--- config.mk ---
export PLATFORM = sky130hd
export DESIGN_NAME = dmscp_port
export DESIGN_NICKNAME = d
export VERILOG_FILES = /design/src/pkg/dmscp_pkg.sv /design/src/hw/dmscp_sync_edge.sv /design/src/hw/dmscp_port.sv
export VERILOG_INCLUDE_DIRS = /design/src /design/src/pkg
export SDC_FILE = /design/constraint.sdc
export NUM_CORES = 1
export LEC_CHECK = 0
export ABC_CLOCK_PERIOD_IN_PS = 3980
export BUFFER_PORTS_ARGS = -buffer_cell sky130_fd_sc_hd__buf_2
export CAP_MARGIN = 10
export CORE_MARGIN = 5
export CORE_UTILIZATION = 30
export CTS_BUF_LIST = sky130_fd_sc_hd__clkbuf_16
export DETAILED_ROUTE_END_ITERATION = 10
export SYNTH_ARGS = -nofsm -noshare
export SYNTH_HDL_FRONTEND = slang
export SYNTH_SLANG_ARGS = --single-unit
--- constraint.sdc ---
create_clock -name clk -period 3.98 [get_ports clk]
set_input_delay 0.199 -clock clk [delete_from_list [all_inputs] [get_ports clk]]
set_output_delay 0.199 -clock clk [all_outputs]
set_load 0.02 [all_outputs]
--- src/pkg/dmscp_params.svh ---
`ifndef DMSCP_PARAMS_SVH
`define DMSCP_PARAMS_SVH

// Timing
`define DMSCP_CLK_PERIOD_NS 40
`define DMSCP_STALL_MS      35

// 4-wire frame bit counts (counter value before the sampling edge)
`define DMSCP_ADDR_LAST  5'h06
`define DMSCP_CMD_LAST   5'h07
`define DMSCP_DATA_FIRST 5'h08
`define DMSCP_FRAME_LAST 5'h0f
`define DMSCP_FRAME_END  5'h10

// 2-wire byte handling
`define DMSCP_BYTE_BITS 4'h8
`define DMSCP_HS_CODE   5'h01
`define DMSCP_ALT_STEP  7'h01
`define DMSCP_ALT_PAGE  2'h1

// Page control register
`define DMSCP_PAGE_MSB   2
`define DMSCP_AUTO_PAGE_RETURN_BIT 7
`define DMSCP_PAGE_MASK  8'hc7
`define DMSCP_PAGE_RESET 8'h00

// Supported register ranges (page bits above the 7-bit address)
`define DMSCP_R0_LO 10'h050
`define DMSCP_R0_HI 10'h067
`define DMSCP_R1_LO 10'h0d0
`define DMSCP_R1_HI 10'h0df
`define DMSCP_R2_LO 10'h140
`define DMSCP_R2_HI 10'h14f
`define DMSCP_R3_LO 10'h200
`define DMSCP_R3_HI 10'h27f

`endif

--- src/pkg/dmscp_pkg.sv ---
package dmscp_pkg;

  typedef enum logic [2:0] {
    TW_IDLE,
    TW_DEV,
    TW_REG,
    TW_WR,
    TW_RD
  } dmscp_tw_state_e;

endpackage : dmscp_pkg

--- src/hw/dmscp_sync_edge.sv ---
`timescale 1ns/100ps
module dmscp_sync_edge #(
  parameter int W = 4
) (
  input  wire logic         clk,
  input  wire logic         rst,
  input  wire logic [W-1:0] din,
  output logic      [W-1:0] level,
  output logic      [W-1:0] rise,
  output logic      [W-1:0] fall
);

  logic [W-1:0] meta;
  logic [W-1:0] stage;
  logic [W-1:0] prev;

  genvar i;
  generate
    for (i = 0; i < W; i++) begin : g_bit
      always_ff @(posedge clk or posedge rst) begin
        if (rst) begin
          meta[i]  <= 1'b0;
          stage[i] <= 1'b0;
          prev[i]  <= 1'b0;
        end else begin
          meta[i]  <= din[i];
          stage[i] <= meta[i];
          prev[i]  <= stage[i];
        end
      end
      assign level[i] = stage[i];
      assign rise[i]  = stage[i] & ~prev[i];
      assign fall[i]  = ~stage[i] & prev[i];
    end
  endgenerate

endmodule : dmscp_sync_edge

--- src/hw/dmscp_port.sv ---
`timescale 1ns/100ps
`include "dmscp_params.svh"
// Overview of operation
// - 4-wire frame is 16 host clocks: command byte then data byte, no stretching.
// - First seven command bits are the register address, decoded after bit seven.
// - Eighth bit with direction polarity control selects read or write.
// - Write: host sends eight data bits; read: device shifts register out.
// - Address and data travel most significant bit first in both modes.
// - Chip select level set by polarity bit; inactive select resets interface.
// - Serial output high impedance except during data half of read frames.
// - Sample on rising edge when polarities match, else falling; output opposite.
// - 2-wire mode answers configurable write and read slave addresses; pins freed.
// - Address pick enable chooses first or second base address by input level.
// - 2-wire slave follows host clock, never holds clock low or arbitrates.
// - With timeout enabled, 2-wire interface resets after 35 ms without clock edges.
// - Master code 00001xxx at transfer start enters high speed for that transfer.
// - Continuous high speed control keeps high speed without master code.
// - Device is slave only and never starts transfers or drives START.
// - 2-wire reaches all eight pages (page bits 2:1 plus pointer bit 7); page register at address zero, optional auto_page_return.
// - Base address plus one reaches pages 2 and 3 directly.
// - 2-wire data in bytes; START and STOP are SDA edges while SCL high.
// - Device acknowledges own slave address, a supported register byte and each write data byte.
// - Unsupported register addresses ignored: no acknowledge, or output stays off.
// - Consecutive 2-wire accesses auto-increment pointer; missing registers read zero.
// - STOP inside a message returns the 2-wire interface to idle; START restarts at the slave address.
module dmscp_port #(
  parameter int STALL_CYCLES = `DMSCP_STALL_MS * 1000000 / `DMSCP_CLK_PERIOD_NS
) (
  input  wire logic       clk,
  input  wire logic       rst,
  input  wire logic       interfaceTwoWire,
  input  wire logic       chipSelectPolarity,
  input  wire logic       directionBitPolarity,
  input  wire logic       clockPolarity,
  input  wire logic       clockPhase,
  input  wire logic [7:0] firstSlaveAddress,
  input  wire logic [7:0] secondSlaveAddress,
  input  wire logic       addressPickEnable,
  input  wire logic       clockStallTimeoutEnable,
  input  wire logic       continuousHighSpeed,
  input  wire logic       serialClockPin,
  input  wire logic       chipSelectLine,
  input  wire logic       serialInput,
  output logic            serialInputOut,
  output logic            serialInputOe,
  output logic            serialOutput,
  output logic            serialOutputOe,
  input  wire logic       addressPickLevel,
  output logic      [9:0] regAddr,
  output logic      [7:0] regWrData,
  output logic            regWrite,
  output logic            regRead,
  input  wire logic [7:0] regRdData,
  output logic      [2:0] activePage,
  output logic            highSpeedActive,
  output logic            sharedPinsFree
);

  logic [3:0] syncLvl;
  logic [3:0] syncRise;
  logic [3:0] syncFall;

  dmscp_sync_edge #(.W(4)) u_sync (
    .clk   (clk),
    .rst   (rst),
    .din   ({addressPickLevel, chipSelectLine, serialInput, serialClockPin}),
    .level (syncLvl),
    .rise  (syncRise),
    .fall  (syncFall)
  );

  wire sck     = syncLvl[0];
  wire sckRise = syncRise[0];
  wire sckFall = syncFall[0];
  wire sdi     = syncLvl[1];
  wire sdiRise = syncRise[1];
  wire sdiFall = syncFall[1];
  wire csLvl   = syncLvl[2];
  wire pickLvl = syncLvl[3];

  logic [7:0]                    pageReg;
  logic                          pageUsed;
  logic [4:0]                    fwCnt;
  logic [7:0]                    fwShift;
  logic [6:0]                    fwAddr;
  logic                          fwRead;
  logic                          fwHit;
  logic                          csActiveD;
  logic [7:0]                    txShift;
  logic                          rdLoad;
  logic                          ldPage;
  logic                          ldHit;
  dmscp_pkg::dmscp_tw_state_e    twState;
  logic [3:0]                    twCnt;
  logic [7:0]                    twShift;
  logic [7:0]                    twPtr;
  logic                          twAck;
  logic                          twOe;
  logic                          twAlt;
  logic                          twMack;
  logic                          hsActive;
  logic [19:0]                   stallCnt;

  // Page register at address zero of each page, or a supported range
  function automatic logic regHit(input logic [9:0] a);
    regHit = (a[6:0] == 7'h00)
          || (a >= `DMSCP_R0_LO && a <= `DMSCP_R0_HI)
          || (a >= `DMSCP_R1_LO && a <= `DMSCP_R1_HI)
          || (a >= `DMSCP_R2_LO && a <= `DMSCP_R2_HI)
          || (a >= `DMSCP_R3_LO && a <= `DMSCP_R3_HI);
  endfunction : regHit

  // 4-wire side
  wire csActive     = !interfaceTwoWire && (csLvl == chipSelectPolarity);
  wire sampleOnRise = (clockPolarity == clockPhase);
  wire sampleEdge   = csActive && (sampleOnRise ? sckRise : sckFall);
  wire shiftEdge    = csActive && (sampleOnRise ? sckFall : sckRise);
  wire [9:0] fwFull = {pageReg[`DMSCP_PAGE_MSB:0], fwAddr};
  wire fwRdReq = sampleEdge && fwCnt == `DMSCP_CMD_LAST && (sdi ^ directionBitPolarity);
  wire fwWrReq = sampleEdge && fwCnt == `DMSCP_FRAME_LAST && !fwRead;
  wire fwDrive = shiftEdge && fwRead && fwHit
              && fwCnt >= `DMSCP_DATA_FIRST && fwCnt <= `DMSCP_FRAME_LAST;

  always_ff @(posedge clk or posedge rst) begin
    if (rst) begin
      fwCnt          <= 5'h00;
      fwShift        <= 8'h00;
      fwAddr         <= 7'h00;
      fwRead         <= 1'b0;
      fwHit          <= 1'b0;
      csActiveD      <= 1'b0;
      serialOutput   <= 1'b0;
      serialOutputOe <= 1'b0;
    end else begin
      csActiveD <= csActive;
      if (!csActive) begin
        fwCnt          <= 5'h00;
        serialOutputOe <= 1'b0;
      end else begin
        if (sampleEdge) begin
          fwShift <= {fwShift[6:0], sdi};
          if (fwCnt != `DMSCP_FRAME_END) begin
            fwCnt <= fwCnt + 5'h01;
          end
          if (fwCnt == `DMSCP_ADDR_LAST) begin
            fwAddr <= {fwShift[5:0], sdi};
          end
          if (fwCnt == `DMSCP_CMD_LAST) begin
            fwRead <= sdi ^ directionBitPolarity;
            fwHit  <= regHit(fwFull);
          end
        end
        if (shiftEdge) begin
          serialOutputOe <= fwDrive;
          if (fwDrive) begin
            serialOutput <= txShift[7];
          end
        end
      end
    end
  end

  // 2-wire side
  wire twOn      = interfaceTwoWire;
  wire startCond = twOn && sck && sdiFall;
  wire stopCond  = twOn && sck && sdiRise;
  wire [7:0] baseAddr = (addressPickEnable && !pickLvl) ? secondSlaveAddress
                                                        : firstSlaveAddress;
  wire matchBase = twShift[7:1] == baseAddr[7:1];
  wire matchAlt  = twShift[7:1] == baseAddr[7:1] + `DMSCP_ALT_STEP;
  wire hsCode    = twShift[7:3] == `DMSCP_HS_CODE;
  wire twActive  = twOn && twState != dmscp_pkg::TW_IDLE;
  wire twByteEnd = twActive && sckFall && !twAck && twCnt == `DMSCP_BYTE_BITS;
  wire devHit    = twState == dmscp_pkg::TW_DEV && !hsCode && (matchBase || matchAlt);
  wire twAltNow  = (twState == dmscp_pkg::TW_DEV) ? matchAlt : twAlt;
  wire [7:0] twPtrNow = (twState == dmscp_pkg::TW_REG) ? twShift : twPtr;
  wire [9:0] twFull = twAltNow ? {`DMSCP_ALT_PAGE, twPtrNow}
                               : {pageReg[`DMSCP_PAGE_MSB:1], twPtrNow};
  wire twRdReq = (twByteEnd && devHit && twShift[0])
              || (twActive && sckRise && twAck && twState == dmscp_pkg::TW_RD && !sdi);
  wire twWrReq = twByteEnd && twState == dmscp_pkg::TW_WR;
  wire twDrive = twActive && sckFall && twState == dmscp_pkg::TW_RD
              && (twAck ? twMack : twCnt < `DMSCP_BYTE_BITS);
  wire stallHit = clockStallTimeoutEnable && twActive
               && stallCnt >= 20'(STALL_CYCLES - 1);

  // The device only ever pulls the data line low and never touches the clock
  assign serialInputOut = 1'b0;
  assign serialInputOe  = twOe;
  assign sharedPinsFree = interfaceTwoWire;

  always_ff @(posedge clk or posedge rst) begin
    if (rst) begin
      twState <= dmscp_pkg::TW_IDLE;
      twCnt   <= 4'h0;
      twShift <= 8'h00;
      twPtr   <= 8'h00;
      twAck   <= 1'b0;
      twOe    <= 1'b0;
      twAlt   <= 1'b0;
      twMack  <= 1'b0;
    end else if (startCond) begin
      twState <= dmscp_pkg::TW_DEV;
      twCnt   <= 4'h0;
      twAck   <= 1'b0;
      twOe    <= 1'b0;
    end else if (!twOn || stopCond || stallHit) begin
      twState <= dmscp_pkg::TW_IDLE;
      twAck   <= 1'b0;
      twOe    <= 1'b0;
    end else if (twActive && sckRise) begin
      if (twAck) begin
        twMack <= !sdi;
      end else if (twCnt < `DMSCP_BYTE_BITS) begin
        twShift <= {twShift[6:0], sdi};
        twCnt   <= twCnt + 4'h1;
      end
    end else if (twActive && sckFall) begin
      if (twAck) begin
        twAck <= 1'b0;
        twCnt <= 4'h0;
        twOe  <= twDrive && !txShift[7];
        if (twState == dmscp_pkg::TW_RD && !twMack) begin
          twState <= dmscp_pkg::TW_IDLE;
        end
      end else if (twCnt == `DMSCP_BYTE_BITS) begin
        twAck <= 1'b1;
        twOe  <= 1'b0;
        case (twState)
          dmscp_pkg::TW_DEV: begin
            twOe  <= devHit;
            twAlt <= matchAlt;
            if (!devHit) begin
              twState <= dmscp_pkg::TW_IDLE;
            end else if (twShift[0]) begin
              twState <= dmscp_pkg::TW_RD;
            end else begin
              twState <= dmscp_pkg::TW_REG;
            end
          end
          dmscp_pkg::TW_REG: begin
            twPtr <= twShift;
            twOe  <= regHit(twFull);
            twState <= regHit(twFull) ? dmscp_pkg::TW_WR : dmscp_pkg::TW_IDLE;
          end
          dmscp_pkg::TW_WR: begin
            twOe  <= 1'b1;
            twPtr <= twPtr + 8'h01;
          end
          dmscp_pkg::TW_RD: begin
            twPtr <= twPtr + 8'h01;
          end
          default: begin
            twState <= dmscp_pkg::TW_IDLE;
          end
        endcase
      end else begin
        twOe <= twDrive && !txShift[7];
      end
    end
  end

  always_ff @(posedge clk or posedge rst) begin
    if (rst) begin
      stallCnt <= 20'h00000;
    end else if (!twActive || sckRise || sckFall) begin
      stallCnt <= 20'h00000;
    end else if (stallCnt != 20'hfffff) begin
      stallCnt <= stallCnt + 20'h00001;
    end
  end

  always_ff @(posedge clk or posedge rst) begin
    if (rst) begin
      hsActive <= 1'b0;
    end else if (!twOn || stopCond || stallHit) begin
      hsActive <= 1'b0;
    end else if (twByteEnd && twState == dmscp_pkg::TW_DEV && hsCode) begin
      hsActive <= 1'b1;
    end
  end

  assign highSpeedActive = hsActive || continuousHighSpeed;

  // Shared register request path
  wire       rdReq    = twOn ? twRdReq : fwRdReq;
  wire       wrReq    = twOn ? twWrReq : fwWrReq;
  wire [9:0] reqAddr  = twOn ? twFull : fwFull;
  wire [7:0] reqData  = twOn ? twShift : {fwShift[6:0], sdi};
  wire       reqPage  = reqAddr[6:0] == 7'h00;
  wire       reqHit   = regHit(reqAddr);
  wire       reqRo    = reqAddr >= `DMSCP_R3_LO;
  wire       frameEnd = (csActiveD && !csActive) || stopCond || stallHit;

  assign activePage = pageReg[`DMSCP_PAGE_MSB:0];

  always_ff @(posedge clk or posedge rst) begin
    if (rst) begin
      regAddr   <= 10'h000;
      regWrData <= 8'h00;
      regWrite  <= 1'b0;
      regRead   <= 1'b0;
      rdLoad    <= 1'b0;
      ldPage    <= 1'b0;
      ldHit     <= 1'b0;
      pageReg   <= `DMSCP_PAGE_RESET;
      pageUsed  <= 1'b0;
    end else begin
      regWrite <= wrReq && reqHit && !reqPage && !reqRo;
      regRead  <= rdReq && reqHit && !reqPage;
      rdLoad   <= rdReq;
      if (rdReq || wrReq) begin
        regAddr   <= reqAddr;
        regWrData <= reqData;
        ldPage    <= reqPage;
        ldHit     <= reqHit;
      end
      if (wrReq && reqPage) begin
        pageReg <= reqData & `DMSCP_PAGE_MASK;
      end else if (frameEnd && pageUsed && pageReg[`DMSCP_AUTO_PAGE_RETURN_BIT]) begin
        pageReg[`DMSCP_PAGE_MSB:0] <= 3'h0;
      end
      if (frameEnd) begin
        pageUsed <= 1'b0;
      end else if ((rdReq || wrReq) && !reqPage) begin
        pageUsed <= 1'b1;
      end
    end
  end

  always_ff @(posedge clk or posedge rst) begin
    if (rst) begin
      txShift <= 8'h00;
    end else if (rdLoad) begin
      txShift <= ldPage ? pageReg : (ldHit ? regRdData : 8'h00);
    end else if (fwDrive || twDrive) begin
      txShift <= {txShift[6:0], 1'b0};
    end
  end
endmodule : dmscp_port

# After elaboration in Yosys (flattened, before gate mapping)
# Cells that the tools add are included.
totals:
  word_cells: 289
  register_bits: 119
  output_inout_bits: 29
op_classes:
  n_bitwise: 13
  reduce_logical: 120
  n_lt_le_gt_ge: 28
  eq_ne: 24
  add_sub_neg: 5
  muxes: 60
op_table:
  columns: ["operator", "count"]
  rows:
  - ["$logic_and 1x1->1", 58]
  - ["$mux 8", 7]
  - ["$mux 20", 2]
  - ["$mux 3", 11]
  - ["$ge 10x10->1 const B", 3]
  - ["$ge 10x7->1 const B", 3]
  - ["$ge 10x8->1 const B", 3]
  - ["$ge 10x9->1 const B", 3]
  - ["$le 10x10->1 const B", 3]
  - ["$le 10x7->1 const B", 3]
  - ["$le 10x8->1 const B", 3]
  - ["$le 10x9->1 const B", 3]
  - ["$mux 4", 7]
  - ["$mux 1", 24]
  - ["$logic_or 1x1->1", 23]
  - ["$logic_not 7->1", 3]
  - ["$add 20x1->20 const B", 1]
  - ["$ge 20x20->1 const B", 1]
  - ["$mux 10", 2]
  - ["$ne 20x20->1 const B", 1]
  - ["$pmux 8 s2", 1]
  - ["$mux 5", 3]
  - ["$reduce_and 5->1", 3]
  - ["$eq 7x7->1", 2]
  - ["36 further kinds", 77]

# Depth between registers and ports, before layout
depth:
  depth_word: 21
  depth_mapped: 14

# Modules after synthesis
# A second synthesis with hierarchy kept.
unflattened:
  hier_cells: 691
  hier_area_um2: 6896.6
modules_own_cells:
  columns: ["module", "area_each_um2", "cells_each", "instances"]
  rows:
  - ["dmscp_port", 6522.5, 670, 1]
  - ["dmscp_sync_edge", 374.1, 21, 1]

# Worst setup path before layout
# No wires, ideal clock.
synth_timing:
  kind: "flip-flop to flip-flop"
  startpoint: "register u_sync.stage[3], in the netlist u_sync.level[3]"
  endpoint: "register ldPage"
  setup_slack_ps: 802
  setup_ps: 125
  arrival_time_ps: 3053
  n_path_buf: 2
  path_stages_with_launch: 15
  cell_sequence: "dfrtp_1 nand2b_1 buf_6 mux2i_1 inv_1 ha_1 nand3_1 nor3_1 a41oi_2 xnor2_1 a2111o_1 o311a_1 and2_4 buf_6 mux2_4"
synth_between:
  elab_chain_cells: 12
synth_rtl:
  columns: ["element", "line_no", "rtl"]
  rows:
  - ["from (decl)", "dmscp_sync_edge.sv:14", "logic [W-1:0] stage;"]
  - ["from (signal, indexed assignment)", "dmscp_sync_edge.sv:27", "stage[i] <= meta[i];"]
  - ["$logic_not 1->1 (*)", "dmscp_port.sv:167", "wire [7:0] baseAddr = (addressPickEnable && !pickLvl) ? secondSlaveAddress"]
  - ["$logic_and 1x1->1 (*)", "dmscp_port.sv:167", null]
  - ["$mux 8 (*)", "dmscp_port.sv:167", null]
  - ["$add 7x1->7 (no source line)", null, null]
  - ["$eq 7x7->1 (no source line)", null, null]
  - ["$logic_or 1x1->1 (*)", "dmscp_port.sv:174", "wire devHit = twState == dmscp_pkg::TW_DEV && !hsCode && (matchBase || matchAlt);"]
  - ["$logic_and 1x1->1 (*)", "dmscp_port.sv:174", null]
  - ["$logic_and 1x1->1 (*) (2 in series)", "dmscp_port.sv:179", "wire twRdReq = (twByteEnd && devHit && twShift[0])"]
  - ["$logic_or 1x1->1 (*)", "dmscp_port.sv:180", "|| (twActive && sckRise && twAck && twState == dmscp_pkg::TW_RD && !sdi);"]
  - ["$mux 1 (*)", "dmscp_port.sv:286", "wire rdReq = twOn ? twRdReq : fwRdReq;"]
  - ["$logic_or 1x1->1 (*)", "dmscp_port.sv:312", "if (rdReq || wrReq) begin"]
  - ["to (signal assigned)", "dmscp_port.sv:315", "ldPage <= reqPage;"]
  - ["to (decl)", "dmscp_port.sv:91", "logic ldPage;"]
# Mark *: on every way between the ends. The rest lies on a longest branch, timed or not.
# A chain may end at the register's enable or synchronous reset.

# Worst setup path in the final report
layout_timing:
  startpoint: "register u_sync.stage[3], in the netlist u_sync.level[3]"
  endpoint: "register regRead"
layout_between:
  elab_chain_cells: 16
layout_rtl:
  columns: ["element", "line_no", "rtl"]
  rows:
  - ["$logic_not 1->1 (*)", "dmscp_port.sv:167", null]
  - ["$logic_and 1x1->1 (*)", "dmscp_port.sv:167", null]
  - ["$mux 8 (*)", "dmscp_port.sv:167", null]
  - ["$add 7x1->7 (no source line)", null, null]
  - ["$eq 7x7->1 (no source line)", null, null]
  - ["$mux 1", null, null]
  - ["$mux 10", "dmscp_port.sv:177", "wire [9:0] twFull = twAltNow ? {`DMSCP_ALT_PAGE, twPtrNow}"]
  - ["$mux 10", "dmscp_port.sv:288", "wire [9:0] reqAddr = twOn ? twFull : fwFull;"]
  - ["$ge 10x7->1 (no source line) or $le 10x7->1 (tied branches)", null, null]
  - ["$logic_and 1x1->1 (no source line)", null, null]
  - ["$logic_or 1x1->1 (4 in series)", "dmscp_port.sv:106", "regHit = (a[6:0] == 7'h00)"]
  - ["$logic_and 1x1->1 (*) (2 in series)", "dmscp_port.sv:310", "regRead <= rdReq && reqHit && !reqPage;"]
  - ["to (signal assigned)", "dmscp_port.sv:310", null]
  - ["to (decl)", "dmscp_port.sv:52", "output logic regRead,"]
# Marked as above.

==> metrics.md <==
| Metric | Value |
|---|---|
| Crit-path leading delay family | compound AO/OA/AOI/OAI gates |
| F_max | 283 MHz |
| Multi-input gate area | 3380 um2 |
| Die H | 159 um |
| Yosys reg bits | 119 |
| CP bufs+invs | 1 |
| Syn avg cell area | 9.78 um2 |
| Htree depth | 4 |
| Slowest stage delay, CP | 500 ps |
| Antenna-violating nets left | 0 |
| Worst slew pin tran | 794 ps |
| Yosys warns | 0 |
| I/O Pins | 67 |
| Global Route Usage Sum | 12.7% |
| IO buf count | 63 |
| Iteration-0 DRC Markers | 367 |
| # clock sinks | 119 |
| Most frequent cells in the layout | dfrtp_1 (119), nor2_1 (64), buf_2 (63), nand2_1 (59), o21ai_0 (37) |
| Max cap viols | 0 |
| Crit path from | u_sync.level[3] |
| CTS buffer count | 17 |
| Starting Density | 30.4% |
| Peak supply drop | 314 uV |
| Worst clock skew | 14.0 ps |
| Post-place setup slack | 450 ps |
| Layout cells sized above 1 | 22.1% |
| Crit start category | register |
| Fill cell total of the finished layout | 2202 |
| Final HPWL DP | 11.4 mm |
| R2R Path Start | u_sync.level[3] |
| HP Class | in2reg |
| Final worst slack | 452 ps |
| Post-Place Cells | 995 |
| Total grt overflow | 0 |
| Hold Vio Cnt, Final | 0 |
| WP data required | 4250 ps |
| Final setup fails | 0 |
| Largest net degree at the start of global routing | 63 |
| Initial antenna violation count | 0 |
| Cell Rows | 54 |
| PwrDens | 396 nW/um2 |
| First-pass DRT Iterations | 5 |
| Critical path type | reg2reg |
| CP endpoint kind | register |
| GP Congestion | 0.859 |
| Mapped Area | 6640 um2 |
| Post-synth cell types | 70 |
| Wire per inst | 15.5 um |
| Root Buffer | clkbuf_16 |
| Lkg Pwr | 3.55 nW |
| Die ar. | 25200 um2 |
| First-pass GRT wire length | 26.7 mm |
| Post-Syn Nets | 726 |
| Reg clk slew, reported paths | 60 ps |
| Max-slew violations | 0 |
| Nets@finish | 786 |
| Post-synth top flop | dfrtp_1 |
| Clock buffer depth | 2 |
| Register area share after synthesis | 44.8% |
| Ys async rst share | 100% |
| CORE AREA | 21800 um2 |
| Max transition margin | 47.1% |
| Fin crit share | 88.7% |
| Clk Latency, worst-skew pair | 420 ps |
| Via count | 5255 |
| Area Growth Syn to Fin | 18.4% |
| Detailed Route WL | 16.0 mm |
| Crit path max fanout | 7 |
| Most common cell after layout, fill and taps aside | dfrtp_1 |
| CP Data Arrival Time | 3800 ps |
| Fin crit period | 3530 ps |
| HP Start | regRdData[5] |
| Status | finished clean |
| Die width | 159 um |
| Vias in the first global route | 5186 |
| CTS tree | built |
| Number of synthesized flops with an enable pin | 0 |
| Setup TNS | 0 ps |
| ANT cells | 0 |
| Unrepaired setup endpoints after global routing | no |
| Residual DRC count | 0 |
| Number of vias per cell | 5.10 |
| Cell count after synthesis | 679 |
| Sequential cell area | 2980 um2 |
| Non-filler cells, final | 1031 |
| Worst-path cell chain | nand2b_1 > mux2i_1 > inv_1 > ha_1 > nand3_1 > nor3_1 > a41oi_2 > xnor2_1 > a2111o_1 > o311ai_1 > o21ai_1 > a2111oi_0 |
| Worst-path cell with the longest stage delay | a2111o_1 |
-- final cells by class --
| class | count | area share [%] |
|---|---|---|
| inverters | 23 | 1.13 |
| clock buffers | 17 | 5.41 |
| multi-input cells | 498 | 43.0 |
| repair buffers | 80 | 5.95 |
| clock inverters | 14 | 2.21 |
| flip-flops and latches | 119 | 37.9 |
| well taps | 280 | 4.45 |
-- path summary, 6_finish.rpt --
path	end	slack (ps)	depth (start not counted)
max	regRead	450	12
min reg2reg	u_sync.level[3]	350	0
max reg2reg	regRead	450	12
min in group asynchronous	u_sync.level[2]	490	3
max in group asynchronous	txShift[4]	2690	4
min	txShift[5]	100	3
-- worst register-to-register path: stages, from the launching register on --
cell       delay [ps]
dfrtp_1           350
nand2b_1          310
mux2i_1           430
inv_1              80
ha_1              260
nand3_1            80
nor3_1             50
a41oi_2           190
xnor2_1            80
a2111o_1          500
o311ai_1          440
o21ai_1           170
a2111oi_0         450
-- cell usage after synthesis (all sizes together), types with 3 or more instances --
cell    number  share of area [%]
nor3        17                1.4
xor2         9                1.2
a211oi       4               0.45
nor2        64                3.6
a21o         7               0.79
nand2       59                3.3
nand2b       7               0.66
o22ai        3               0.28
and2         6               0.60
dfrtp      119                 45
o41ai        3               0.40
or3b         4               0.53
and3         8               0.75
nand4        9               0.85
clkbuf      22                1.2
ha           9                1.7
o21ai       38                2.9
o31a         4               0.53
a21oi       29                2.2
nor2b       10               0.98
a22oi        6               0.68
or4          3               0.34
nor4         9               0.85
nor3b       10                1.3
xnor2       22                2.9
mux2        50                9.4
o31ai        3               0.34
a22o         5               0.66
nor4b        7               0.92
nand3       24                1.8
mux2i       18                2.7
a31oi       16                1.5
inv         23                1.3
buf         17                1.7
o21a         4               0.45
-- power breakdown --
part | internal, mW | switching [mW] | total (mW)
logic | 0.106 | 0.129 | 0.235
clock network | 0.986 | 0.587 | 1.57
registers | 1.26 | 0.0461 | 1.31
total | 2.35 | 0.762 | 3.11
-- cells by family (layout without fill, tap and decap cells) --
family / after synthesis / in the layout / synth area share, %
xor+xnor: 31 / 31 / 4.09
simple gates: 244 / 244 / 18.6
mux: 68 / 68 / 12.1
fa+ha+maj: 9 / 9 / 1.70
compound gates: 145 / 145 / 14.3
flops: 119 / 119 / 44.8
other cells: 1 / 1 / 0.0565
buf+inv: 62 / 134 / 4.26
-- sequential cells by signal, indices dropped and copies added (netlist names), 2 cells and up --
register,count
regAddr,10
txShift,8
u_sync.level,4
u_sync.prev,2
fwCnt,5
fwShift,7
twState,3
u_sync.meta,4
fwAddr,7
stallCnt,20
twPtr,8
regWrData,8
pageReg,5
twShift,8
twCnt,4
-- repair_timing --
| action | in CTS | in global routing |
|---|---|---|
| endpoints found under the hold margin | 65 | 0 |
| gates resized for setup | 0 | 0 |
| hold buffers | 5 | 0 |
| buffers inserted | 0 | 0 |
-- through the flow --
stage                     util, %  area, um2  power, mW  hold WS (ps)
final                        36.0       7870       3.11          97.8
after global routing         36.0       7870       3.25           126
after CTS                    36.0       7870       3.15          79.1
after detailed placement     33.1       7220       1.56           309
after global placement       33.1       7220       1.56           307
after floorplan                 -       6640       1.48           230
-- layer usage --
metal  vias to the layer above  track usage [%]  wire (um)  share of wire, %
met1                      2535             17.7       7690                48
li1                       2570                -          -                 -
met4                         0             3.17        180               1.1
met2                       131             19.6       7200                45
met3                        19             3.55        942               5.9
met5                         -                0          0                 0
(Power assumes the default switching activity.)
